<file path="src/design/status_pkg.sv">
// Package with the status model layout, command codes and carrier structs.
package status_pkg;

  // ----------------------------------------
  // Register bit positions
  // ----------------------------------------
  localparam int ESR_OPC_BIT = 0;
  localparam int ESR_QUERY_ERR_BIT = 2;
  localparam int ESR_DEV_ERR_BIT = 3;
  localparam int ESR_EXEC_ERR_BIT = 4;
  localparam int ESR_CMD_ERR_BIT = 5;
  localparam int ESR_POWER_ON_BIT = 7;
  localparam int OPER_CAL_BIT = 0;
  localparam int OPER_RANGE_BIT = 2;
  localparam int OPER_MEAS_BIT = 4;
  localparam int OPER_WAIT_TRIG_BIT = 5;
  localparam int QUES_FREQ_BIT = 5;
  localparam int QUES_AMPL_BIT = 9;
  localparam int STB_EAV_BIT = 2;
  localparam int STB_QSB_BIT = 3;
  localparam int STB_MAV_BIT = 4;
  localparam int STB_ESB_BIT = 5;
  localparam int STB_RQS_BIT = 6;
  localparam int STB_OSB_BIT = 7;

  // ----------------------------------------
  // Widths, masks and reset values
  // ----------------------------------------
  localparam int BYTE_W = 8;
  localparam int WORD_W = 16;
  localparam logic [15:0] WORD_LEGAL_MASK = 16'h7FFF;
  localparam logic [7:0] BYTE_ZERO = 8'h00;
  localparam logic [15:0] WORD_ZERO = 16'h0000;
  localparam logic [7:0] ASCII_ONE = 8'h31;
  localparam logic [7:0] ASCII_ZERO = 8'h30;

  // ----------------------------------------
  // Commands from the parser and codes from the USB488 control side
  // ----------------------------------------
  typedef enum logic [4:0] {
    CMD_NONE, CMD_CLS, CMD_ESE, CMD_ESE_Q, CMD_ESR_Q, CMD_OPC, CMD_OPC_Q,
    CMD_RST, CMD_SRE, CMD_SRE_Q, CMD_STB_Q, CMD_TST_Q, CMD_WAI,
    CMD_OPER_EVT_Q, CMD_OPER_COND_Q, CMD_OPER_ENA, CMD_OPER_ENA_Q,
    CMD_QUES_EVT_Q, CMD_QUES_COND_Q, CMD_QUES_ENA, CMD_QUES_ENA_Q
  } cmd_t;

  typedef enum logic [2:0] {
    CTL_NONE, CTL_INIT_CLEAR, CTL_READ_STB, CTL_REN, CTL_GTL, CTL_LLO
  } ctl_t;

  // Request from the command parser.
  typedef struct packed {
    logic valid;
    cmd_t cmd;
    logic [15:0] data;
  } cmd_req_t;

  // Instrument conditions presented by the measurement side.
  typedef struct packed {
    logic calibrating;
    logic ranging;
    logic measuring;
    logic wait_trig;
    logic overrun;
    logic over_range;
  } inst_cond_t;

  // Error pulses from command execution.
  typedef struct packed {
    logic query_err;
    logic dev_err;
    logic exec_err;
    logic cmd_err;
  } err_evt_t;

  // Reply to the host.
  typedef struct packed {
    logic valid;
    logic [15:0] data;
  } reply_t;

endpackage

</file>
<file path="src/design/event_group.sv">
// One condition, event and enable register group with its summary bit.
module event_group
  import status_pkg::*;
#(
  parameter int WIDTH = 16
) (
  // Clock and reset
  input wire logic core_clk,
  input wire logic rst_b,
  // Condition and control
  input wire logic [WIDTH-1:0] cond,
  input wire logic [WIDTH-1:0] legal_mask,
  input wire logic [WIDTH-1:0] set_evt,
  input wire logic clear_evt,
  input wire logic ena_wr,
  input wire logic [WIDTH-1:0] ena_data,
  // State out
  output logic [WIDTH-1:0] cond_out,
  output logic [WIDTH-1:0] event_out,
  output logic [WIDTH-1:0] enable_out,
  output logic summary
);
  import status_pkg::*;

  typedef struct packed {
    logic [WIDTH-1:0] prev;
    logic [WIDTH-1:0] evt;
    logic [WIDTH-1:0] ena;
  } grp_state_t;

  grp_state_t state_reg;
  grp_state_t state_next;
  logic [WIDTH-1:0] cond_legal;
  logic [WIDTH-1:0] rise;

  assign cond_legal = cond & legal_mask;
  assign rise = cond_legal & ~state_reg.prev;

  always_comb begin
    state_next = state_reg;
    state_next.prev = cond_legal;
    // A rise in the clearing cycle survives, so no event is lost.
    if (clear_evt) begin
      state_next.evt = '0;
    end
    state_next.evt = (state_next.evt | rise | set_evt) & legal_mask;
    if (ena_wr) begin
      state_next.ena = ena_data & legal_mask;
    end
  end

  always_ff @(posedge core_clk) begin
    if (!rst_b) begin
      state_reg <= '0;
    end else begin
      state_reg <= state_next;
    end
  end

  assign cond_out = cond_legal;
  assign event_out = state_reg.evt;
  assign enable_out = state_reg.ena;
  assign summary = |(state_reg.evt & state_reg.ena);

endmodule

</file>
<file path="src/design/status_reporting.sv">
// Status reporting core: event groups, status byte and common commands.
// Operation
// Power-up sets standard event bit 7.
// Errors set standard event bits 2 to 5.
// Operation condition bits 0,2,4,5 reflect activity.
// Overrun sets questionable bit 5.
// Over-range sets questionable bit 9.
// Condition registers read-only, follow state live.
// Event bits latch on rising condition only.
// Reading an event register clears it.
// Enable mask selects bits into summary.
// Status enable selects bits raising request.
// Initiate clear empties input and output buffers.
// Remote and local controls change nothing.
// Clear status clears events, queues, not masks.
// Event status query reads, clears; enable programmable.
// Operation complete bit set after pending commands.
// Completion query answers ASCII one when idle.
// Reset restores power-on configuration.
// Self-test query returns zero or one.
// Wait holds later commands until earlier finish.
// Status byte query returns current status byte.
// Service request signalled through interrupt path.
// Host puts no query after identification query.
// Status byte bit layout EAV,QSB,MAV,ESB,RQS,OSB.
// Bit 15 of word registers reads zero.
// Summary is OR of event AND enable.
module status_reporting
  import status_pkg::*;
(
  // Clock and reset
  input wire logic core_clk,
  input wire logic rst_b,
  // Command parser side
  input wire status_pkg::cmd_req_t cmd_req,
  output logic cmd_ready,
  output status_pkg::reply_t reply,
  // USB488 control side
  input wire status_pkg::ctl_t ctl_code,
  input wire logic ctl_valid,
  output logic [7:0] ctl_stb,
  output logic srq_intr,
  // Instrument side
  input wire status_pkg::inst_cond_t inst_cond,
  input wire status_pkg::err_evt_t err_evt,
  input wire logic exec_busy,
  input wire logic selftest_fail,
  input wire logic error_queue_nonempty,
  input wire logic output_pending,
  output logic clear_buffers,
  output logic clear_error_queue,
  output logic config_reset
);
  import status_pkg::*;

  typedef enum logic [1:0] {
    ST_IDLE, ST_OPC_WAIT, ST_OPCQ_WAIT, ST_WAI_WAIT
  } seq_t;

  typedef struct packed {
    seq_t seq;
    logic [7:0] esr;
    logic [7:0] ese;
    logic [7:0] sre;
    logic power_on;
    logic srq_prev;
    logic srq;
    reply_t reply;
    logic clr_buf;
    logic clr_err;
    logic cfg_rst;
    logic [7:0] ctl_stb;
  } core_state_t;

  core_state_t state_reg;
  core_state_t state_next;

  // ----------------------------------------
  // Register groups
  // ----------------------------------------
  logic [WORD_W-1:0] oper_cond;
  logic [WORD_W-1:0] ques_cond;
  logic [WORD_W-1:0] oper_cond_out;
  logic [WORD_W-1:0] oper_evt;
  logic [WORD_W-1:0] oper_ena;
  logic [WORD_W-1:0] ques_cond_out;
  logic [WORD_W-1:0] ques_evt;
  logic [WORD_W-1:0] ques_ena;
  logic oper_sum;
  logic ques_sum;
  logic oper_clr;
  logic ques_clr;
  logic oper_ena_wr;
  logic ques_ena_wr;
  logic cmd_take;
  logic cls_take;
  logic rst_take;

  always_comb begin
    oper_cond = WORD_ZERO;
    oper_cond[OPER_CAL_BIT] = inst_cond.calibrating;
    oper_cond[OPER_RANGE_BIT] = inst_cond.ranging;
    oper_cond[OPER_MEAS_BIT] = inst_cond.measuring;
    oper_cond[OPER_WAIT_TRIG_BIT] = inst_cond.wait_trig;
    ques_cond = WORD_ZERO;
    ques_cond[QUES_FREQ_BIT] = inst_cond.overrun;
    ques_cond[QUES_AMPL_BIT] = inst_cond.over_range;
  end

  // Commands are only taken in idle, which is how wait holds off later ones.
  assign cmd_ready = (state_reg.seq == ST_IDLE);
  assign cmd_take = cmd_req.valid && cmd_ready;
  assign cls_take = cmd_take && (cmd_req.cmd == CMD_CLS);
  assign rst_take = cmd_take && (cmd_req.cmd == CMD_RST);
  assign oper_clr = cls_take || (cmd_take && cmd_req.cmd == CMD_OPER_EVT_Q);
  assign ques_clr = cls_take || (cmd_take && cmd_req.cmd == CMD_QUES_EVT_Q);
  assign oper_ena_wr = cmd_take && (cmd_req.cmd == CMD_OPER_ENA);
  assign ques_ena_wr = cmd_take && (cmd_req.cmd == CMD_QUES_ENA);

  event_group #(.WIDTH(WORD_W)) oper_group (
    .core_clk(core_clk),
    .rst_b(rst_b),
    .cond(oper_cond),
    .legal_mask(WORD_LEGAL_MASK),
    .set_evt(WORD_ZERO),
    .clear_evt(oper_clr),
    .ena_wr(oper_ena_wr),
    .ena_data(cmd_req.data),
    .cond_out(oper_cond_out),
    .event_out(oper_evt),
    .enable_out(oper_ena),
    .summary(oper_sum)
  );

  event_group #(.WIDTH(WORD_W)) ques_group (
    .core_clk(core_clk),
    .rst_b(rst_b),
    .cond(ques_cond),
    .legal_mask(WORD_LEGAL_MASK),
    .set_evt(WORD_ZERO),
    .clear_evt(ques_clr),
    .ena_wr(ques_ena_wr),
    .ena_data(cmd_req.data),
    .cond_out(ques_cond_out),
    .event_out(ques_evt),
    .enable_out(ques_ena),
    .summary(ques_sum)
  );

  // ----------------------------------------
  // Status byte
  // ----------------------------------------
  logic esb;
  logic [7:0] stb_base;
  logic rqs;
  logic [7:0] stb;

  assign esb = |(state_reg.esr & state_reg.ese);

  always_comb begin
    stb_base = BYTE_ZERO;
    stb_base[STB_EAV_BIT] = error_queue_nonempty;
    stb_base[STB_QSB_BIT] = ques_sum;
    stb_base[STB_MAV_BIT] = output_pending;
    stb_base[STB_ESB_BIT] = esb;
    stb_base[STB_OSB_BIT] = oper_sum;
    // The request bit itself is never a source, avoiding a loop.
    rqs = |(stb_base & state_reg.sre);
    stb = stb_base;
    stb[STB_RQS_BIT] = rqs;
  end

  // ----------------------------------------
  // Command and control sequencing
  // ----------------------------------------
  logic [7:0] err_bits;

  always_comb begin
    err_bits = BYTE_ZERO;
    err_bits[ESR_QUERY_ERR_BIT] = err_evt.query_err;
    err_bits[ESR_DEV_ERR_BIT] = err_evt.dev_err;
    err_bits[ESR_EXEC_ERR_BIT] = err_evt.exec_err;
    err_bits[ESR_CMD_ERR_BIT] = err_evt.cmd_err;
  end

  // ----------------------------------------
  // Standard event sources
  // ----------------------------------------
  logic [7:0] esr_set;

  // Hardware sources are merged after any read-clear, so a set that meets
  // a clear in the same cycle is kept, the power-on mark included.
  always_comb begin
    esr_set = err_bits;
    esr_set[ESR_POWER_ON_BIT] = state_reg.power_on;
  end

  // ----------------------------------------
  // Completion of earlier commands
  // ----------------------------------------
  logic exec_done;

  // Completion is taken from the executor's busy level alone, so a command
  // that never reports busy completes in the cycle after it is taken.
  assign exec_done = !exec_busy;

  always_comb begin
    state_next = state_reg;
    state_next.reply = '0;
    state_next.clr_buf = 1'b0;
    state_next.clr_err = 1'b0;
    state_next.cfg_rst = 1'b0;
    state_next.srq = 1'b0;
    state_next.power_on = 1'b0;
    if (cmd_take) begin
      case (cmd_req.cmd)
        CMD_CLS: begin
          state_next.esr = BYTE_ZERO;
          state_next.clr_err = 1'b1;
        end
        CMD_ESE: begin
          state_next.ese = cmd_req.data[BYTE_W-1:0];
        end
        CMD_ESE_Q: begin
          state_next.reply = '{1'b1, {BYTE_ZERO, state_reg.ese}};
        end
        CMD_ESR_Q: begin
          state_next.reply = '{1'b1, {BYTE_ZERO, state_reg.esr}};
          state_next.esr = BYTE_ZERO;
        end
        CMD_OPC: begin
          state_next.seq = ST_OPC_WAIT;
        end
        CMD_OPC_Q: begin
          state_next.seq = ST_OPCQ_WAIT;
        end
        CMD_RST: begin
          state_next.cfg_rst = 1'b1;
        end
        CMD_SRE: begin
          state_next.sre = cmd_req.data[BYTE_W-1:0];
        end
        CMD_SRE_Q: begin
          state_next.reply = '{1'b1, {BYTE_ZERO, state_reg.sre}};
        end
        CMD_STB_Q: begin
          state_next.reply = '{1'b1, {BYTE_ZERO, stb}};
        end
        CMD_TST_Q: begin
          state_next.reply = '{1'b1, {BYTE_ZERO,
            (selftest_fail ? ASCII_ONE : ASCII_ZERO)}};
        end
        CMD_WAI: begin
          state_next.seq = ST_WAI_WAIT;
        end
        CMD_OPER_EVT_Q: begin
          state_next.reply = '{1'b1, oper_evt};
        end
        CMD_OPER_COND_Q: begin
          state_next.reply = '{1'b1, oper_cond_out};
        end
        CMD_OPER_ENA_Q: begin
          state_next.reply = '{1'b1, oper_ena};
        end
        CMD_QUES_EVT_Q: begin
          state_next.reply = '{1'b1, ques_evt};
        end
        CMD_QUES_COND_Q: begin
          state_next.reply = '{1'b1, ques_cond_out};
        end
        CMD_QUES_ENA_Q: begin
          state_next.reply = '{1'b1, ques_ena};
        end
        default: begin
        end
      endcase
    end
    case (state_reg.seq)
      ST_OPC_WAIT: begin
        if (exec_done) begin
          state_next.esr[ESR_OPC_BIT] = 1'b1;
          state_next.seq = ST_IDLE;
        end
      end
      ST_OPCQ_WAIT: begin
        if (exec_done) begin
          state_next.reply = '{1'b1, {BYTE_ZERO, ASCII_ONE}};
          state_next.seq = ST_IDLE;
        end
      end
      ST_WAI_WAIT: begin
        if (exec_done) begin
          state_next.seq = ST_IDLE;
        end
      end
      default: begin
      end
    endcase
    // Sources are set last so a clear in the same cycle cannot drop them.
    state_next.esr = state_next.esr | esr_set;
    if (rst_take) begin
      state_next.ese = BYTE_ZERO;
      state_next.sre = BYTE_ZERO;
    end
    if (ctl_valid) begin
      case (ctl_code)
        CTL_INIT_CLEAR: begin
          state_next.clr_buf = 1'b1;
        end
        CTL_READ_STB: begin
          state_next.ctl_stb = stb;
        end
        CTL_REN, CTL_GTL, CTL_LLO: begin
          // Accepted only; there are no local controls to lock.
          state_next.ctl_stb = state_reg.ctl_stb;
        end
        default: begin
        end
      endcase
    end
    // One interrupt pulse per rising request keeps the host from flooding.
    state_next.srq_prev = rqs;
    state_next.srq = rqs && !state_reg.srq_prev;
  end

  always_ff @(posedge core_clk) begin
    if (!rst_b) begin
      state_reg <= '0;
      state_reg.power_on <= 1'b1;
    end else begin
      state_reg <= state_next;
    end
  end

  // ----------------------------------------
  // Outputs
  // ----------------------------------------
  assign reply = state_reg.reply;
  assign ctl_stb = state_reg.ctl_stb;
  assign srq_intr = state_reg.srq;
  assign clear_buffers = state_reg.clr_buf;
  assign clear_error_queue = state_reg.clr_err;
  assign config_reset = state_reg.cfg_rst;

endmodule

</file>
<file path="config.mk">
export PLATFORM = sky130hd
export DESIGN_NAME = status_reporting
export DESIGN_NICKNAME = d
export VERILOG_FILES = /design/src/design/status_pkg.sv /design/src/design/event_group.sv /design/src/design/status_reporting.sv
export SDC_FILE = /design/constraint.sdc
export NUM_CORES = 1
export LEC_CHECK = 0
export BUFFER_PORTS_ARGS = -buffer_cell sky130_fd_sc_hd__buf_2
export CAP_MARGIN = 40
export CORE_MARGIN = 10
export CORE_UTILIZATION = 30
export CTS_BUF_LIST = sky130_fd_sc_hd__clkbuf_4 sky130_fd_sc_hd__clkbuf_8
export CTS_CLUSTER_SIZE = 12
export DETAILED_ROUTE_END_ITERATION = 10
export SLEW_MARGIN = 30
export SYNTH_ARGS = -nofsm -noshare
export SYNTH_HDL_FRONTEND = slang
export SYNTH_HIERARCHICAL = 1
export SYNTH_SLANG_ARGS = --single-unit
</file>
<file path="constraint.sdc">
create_clock -name core_clk -period 4.75 [get_ports core_clk]
set_clock_uncertainty 0.2 [all_clocks]
set_input_delay 0.7125 -clock core_clk [delete_from_list [all_inputs] [get_ports core_clk]]
set_output_delay 0.7125 -clock core_clk [all_outputs]
set_load 0.005 [all_outputs]
</file>
==> out/summary.txt <==
combinational family with the most area after synthesis -> simple AND/OR/NAND/NOR gates
Synth Area in Compound Gates -> 18.9%
post-synthesis adder-cell area fraction -> 0%
CP delay by family, top -> compound AO/OA/AOI/OAI gates
clk root buf -> clkbuf_8
# port buffers -> 69
Util after Layout -> 34.3%
RSZ-0062 raised after global routing -> false
Yosys cell types -> 58
Die Area -> 32,000 µm²
area of the multi-input gates -> 4360 µm²
Crit Path Category -> reg -> reg
crit-path max cell delay -> 0.37 ns
Slew HR -> 44.2%
Residual DRC -> 0
H-tree depth -> 4
Worst-Margin Slew -> 0.835 ns
first-pass GRT wire length -> 30,400 µm
placed insts -> 1,290
Synth Instances -> 803
layout cell share with drive strength beyond 1 -> 13.6%
cts bufs inserted -> 17
EDFF count, synth -> 0
peak supply drop -> 0.000121 V
Final Cycle Share -> 52.8%
Synth Area in XOR/XNOR -> 0.462%
crit-path max FO -> 3
vias post-DR -> 5,660
wire length per cell after detailed routing -> 14.8 µm
setup TNS -> 0 ns
vias in the first global route -> 5,357
slowest stage cell, crit path -> dfxtp_1
max FFs per register -> 25
ys flop type -> dfxtp_1
P per Cell Area -> 287 nW/µm²
CP arrival -> 2.65 ns
largest net degree at the start of global routing -> 62
HPWL after DPL -> 14,500 µm
worst skew pair latency -> 0.46 ns
Setup Fix Bufs, Post-CTS -> 0
Peak Freq -> 399 MHz
CTS tree -> built
die width -> 179 µm
Final Hold Fails -> 0
cell area after synthesis -> 7580 µm²
Initial DRT Pass Iterations -> 6
Post-Route WL -> 19,600 µm
initial antenna violation count -> 2
min-delay worst type -> reg -> reg
Final Max Tran Viols -> 0
Boundary Pins -> 72
Worst setup EP type -> flip-flop
ys async rst share -> 0%
Final GP Congestion -> 0.876
LEAKAGE -> 3.74 nW
post_cts resized -> 0
mux contribution to synthesized area -> 2.90%
CP startpoint kind -> flip-flop
Clk pin slew, worst setup/hold paths -> 0.09 ns
Rows -> 58
outcome -> finished, final reports clean
Hold Buf Count CTS -> 0
CTS max path bufs -> 2
Power Total -> 0.00246 W
Yosys reg bits -> 149
DR vias/cell -> 4.27
die height -> 179 µm
core area -> 25,000 µm²
fillers -> 2,609
Final setup viols -> 0
sum of buffers and inverters on the critical path -> 0
yosys warns -> 6
sequential cell area -> 2980 µm²
Initial Utilization -> 30.3%
Post-DRT Antenna Nets -> 0
fin cells -> 1,324
MaxCap Viol Count -> 0
Total Routing Usage GR -> 12.4%
sequential share of the synthesized area -> 39.3%
worst path required time -> 4.89 ns
Tmin final -> 2.51 ns
area grow syn2layout -> 13.2%
Detailed Route Iter0 Violations -> 427
crit-path cells -> a22o_1 > a221oi_1 > nand4_1 > a22oi_1 > nand2_1 > a22o_1 > a221oi_1 > a31oi_1
clock sinks -> 149
total gr overflow -> 0
Synth Area per Inst -> 9.44 µm²
simple-gate area share of the yosys netlist -> 23.1%
fin nets -> 1,022
[layout make-up]
cell class | count | share of cell area [%]
timing repair buffer | 79 | 4.94
sequential | 149 | 34.8
inverter | 4 | 0.175
clock inverter | 13 | 1.43
tap | 330 | 4.81
clock buffer | 19 | 3.05
multi-input combinational | 729 | 50.8
antenna | 1 | 0.0292
[power by group]
| group | internal [W] | total (W) | switching, W |
|---|---|---|---|
| registers | 0.00128 | 0.00131 | 0.0000282 |
| clock network | 0.000447 | 0.000958 | 0.000510 |
| logic | 0.0000799 | 0.000196 | 0.000116 |
| total | 0.00181 | 0.00246 | 0.000655 |
[cells in the mapped netlist (all sizes together) (2+ instances only)]
cell type / number / share of area, %
buf: 149 / 14
dfxtp: 149 / 39
nor2b: 65 / 5.4
a22oi: 40 / 4.0
nand3: 37 / 2.5
and3: 36 / 3.0
nor2: 36 / 2.0
nand2b: 35 / 3.1
a21boi: 33 / 3.3
and2: 32 / 2.6
o311a: 32 / 4.2
mux2i: 22 / 2.9
a22o: 17 / 2.0
a31oi: 17 / 1.4
a221oi: 16 / 1.9
a21oi: 14 / 0.92
nand2: 14 / 0.73
clkbuf: 10 / 0.51
nor3: 8 / 0.89
nand4: 4 / 0.33
nor3b: 4 / 0.54
nor4: 4 / 0.73
a222oi: 3 / 0.40
and4: 3 / 0.38
inv: 3 / 0.15
conb: 2 / 0.099
nor4b: 2 / 0.23
xnor2: 2 / 0.23
xor2: 2 / 0.23
[cell usage in the layout (no fill, tap or decap), types with 36 or more instances in the layout]
| cell | count |
|---|---|
| a22oi_1 | 40 |
| and3_1 | 36 |
| buf_2 | 69 |
| conb_1 | 240 |
| dfxtp_1 | 149 |
| nand3_1 | 36 |
| nor2b_1 | 65 |
[logic make-up (layout without fill, tap and decap cells)]
group	Yosys count	after routing
DFF	149	149
AOI/OAI and AO/OA	177	177
and+or+nand+nor	286	286
muxes	22	22
buffers and inverters	163	115
other	2	241
xor gates and xnor gates	4	4
[per-layer routing]
metal	vias to the layer above	GRT usage [%]	part of all wire [%]
met5	-	0	0
met4	0	4.17	2.3
met3	31	3.39	5.8
met2	150	20.0	47
met1	2588	15.6	45
li1	2891	-	-
[path summary, 6_finish.rpt]
kind                                          startpoint  endpoint  slack (ns)  cells after the start
worst max-delay path            oper_group/event_out[13]  reply[6]        2.24                      8
worst max register to register  oper_group/event_out[13]  reply[6]        2.24                      8
worst min-delay path                       state_reg[29]  srq_intr        0.20                      1
worst min register to register             state_reg[29]  srq_intr        0.20                      1
[worst reg2reg max path: stages, from the launching register on]
cell      delay (ns)
dfxtp_1         0.37
a22o_1          0.29
a221oi_1        0.32
nand4_1         0.30
a22oi_1         0.23
nand2_1         0.10
a22o_1          0.24
a221oi_1        0.22
a31oi_1         0.13
[through the flow]
stage	hold WS, ns	worst slack (ns)	instance area [µm²]
4_1_cts	0.195	2.25	8570
2_1_floorplan	0.176	2.05	8480
3_5_place_dp	0.180	1.92	8180
3_3_place_gp	0.187	1.95	8170
6_report	0.196	2.24	8580
5_1_grt	0.197	2.12	8580
Note: power is estimated with default switching activity, not from simulation.
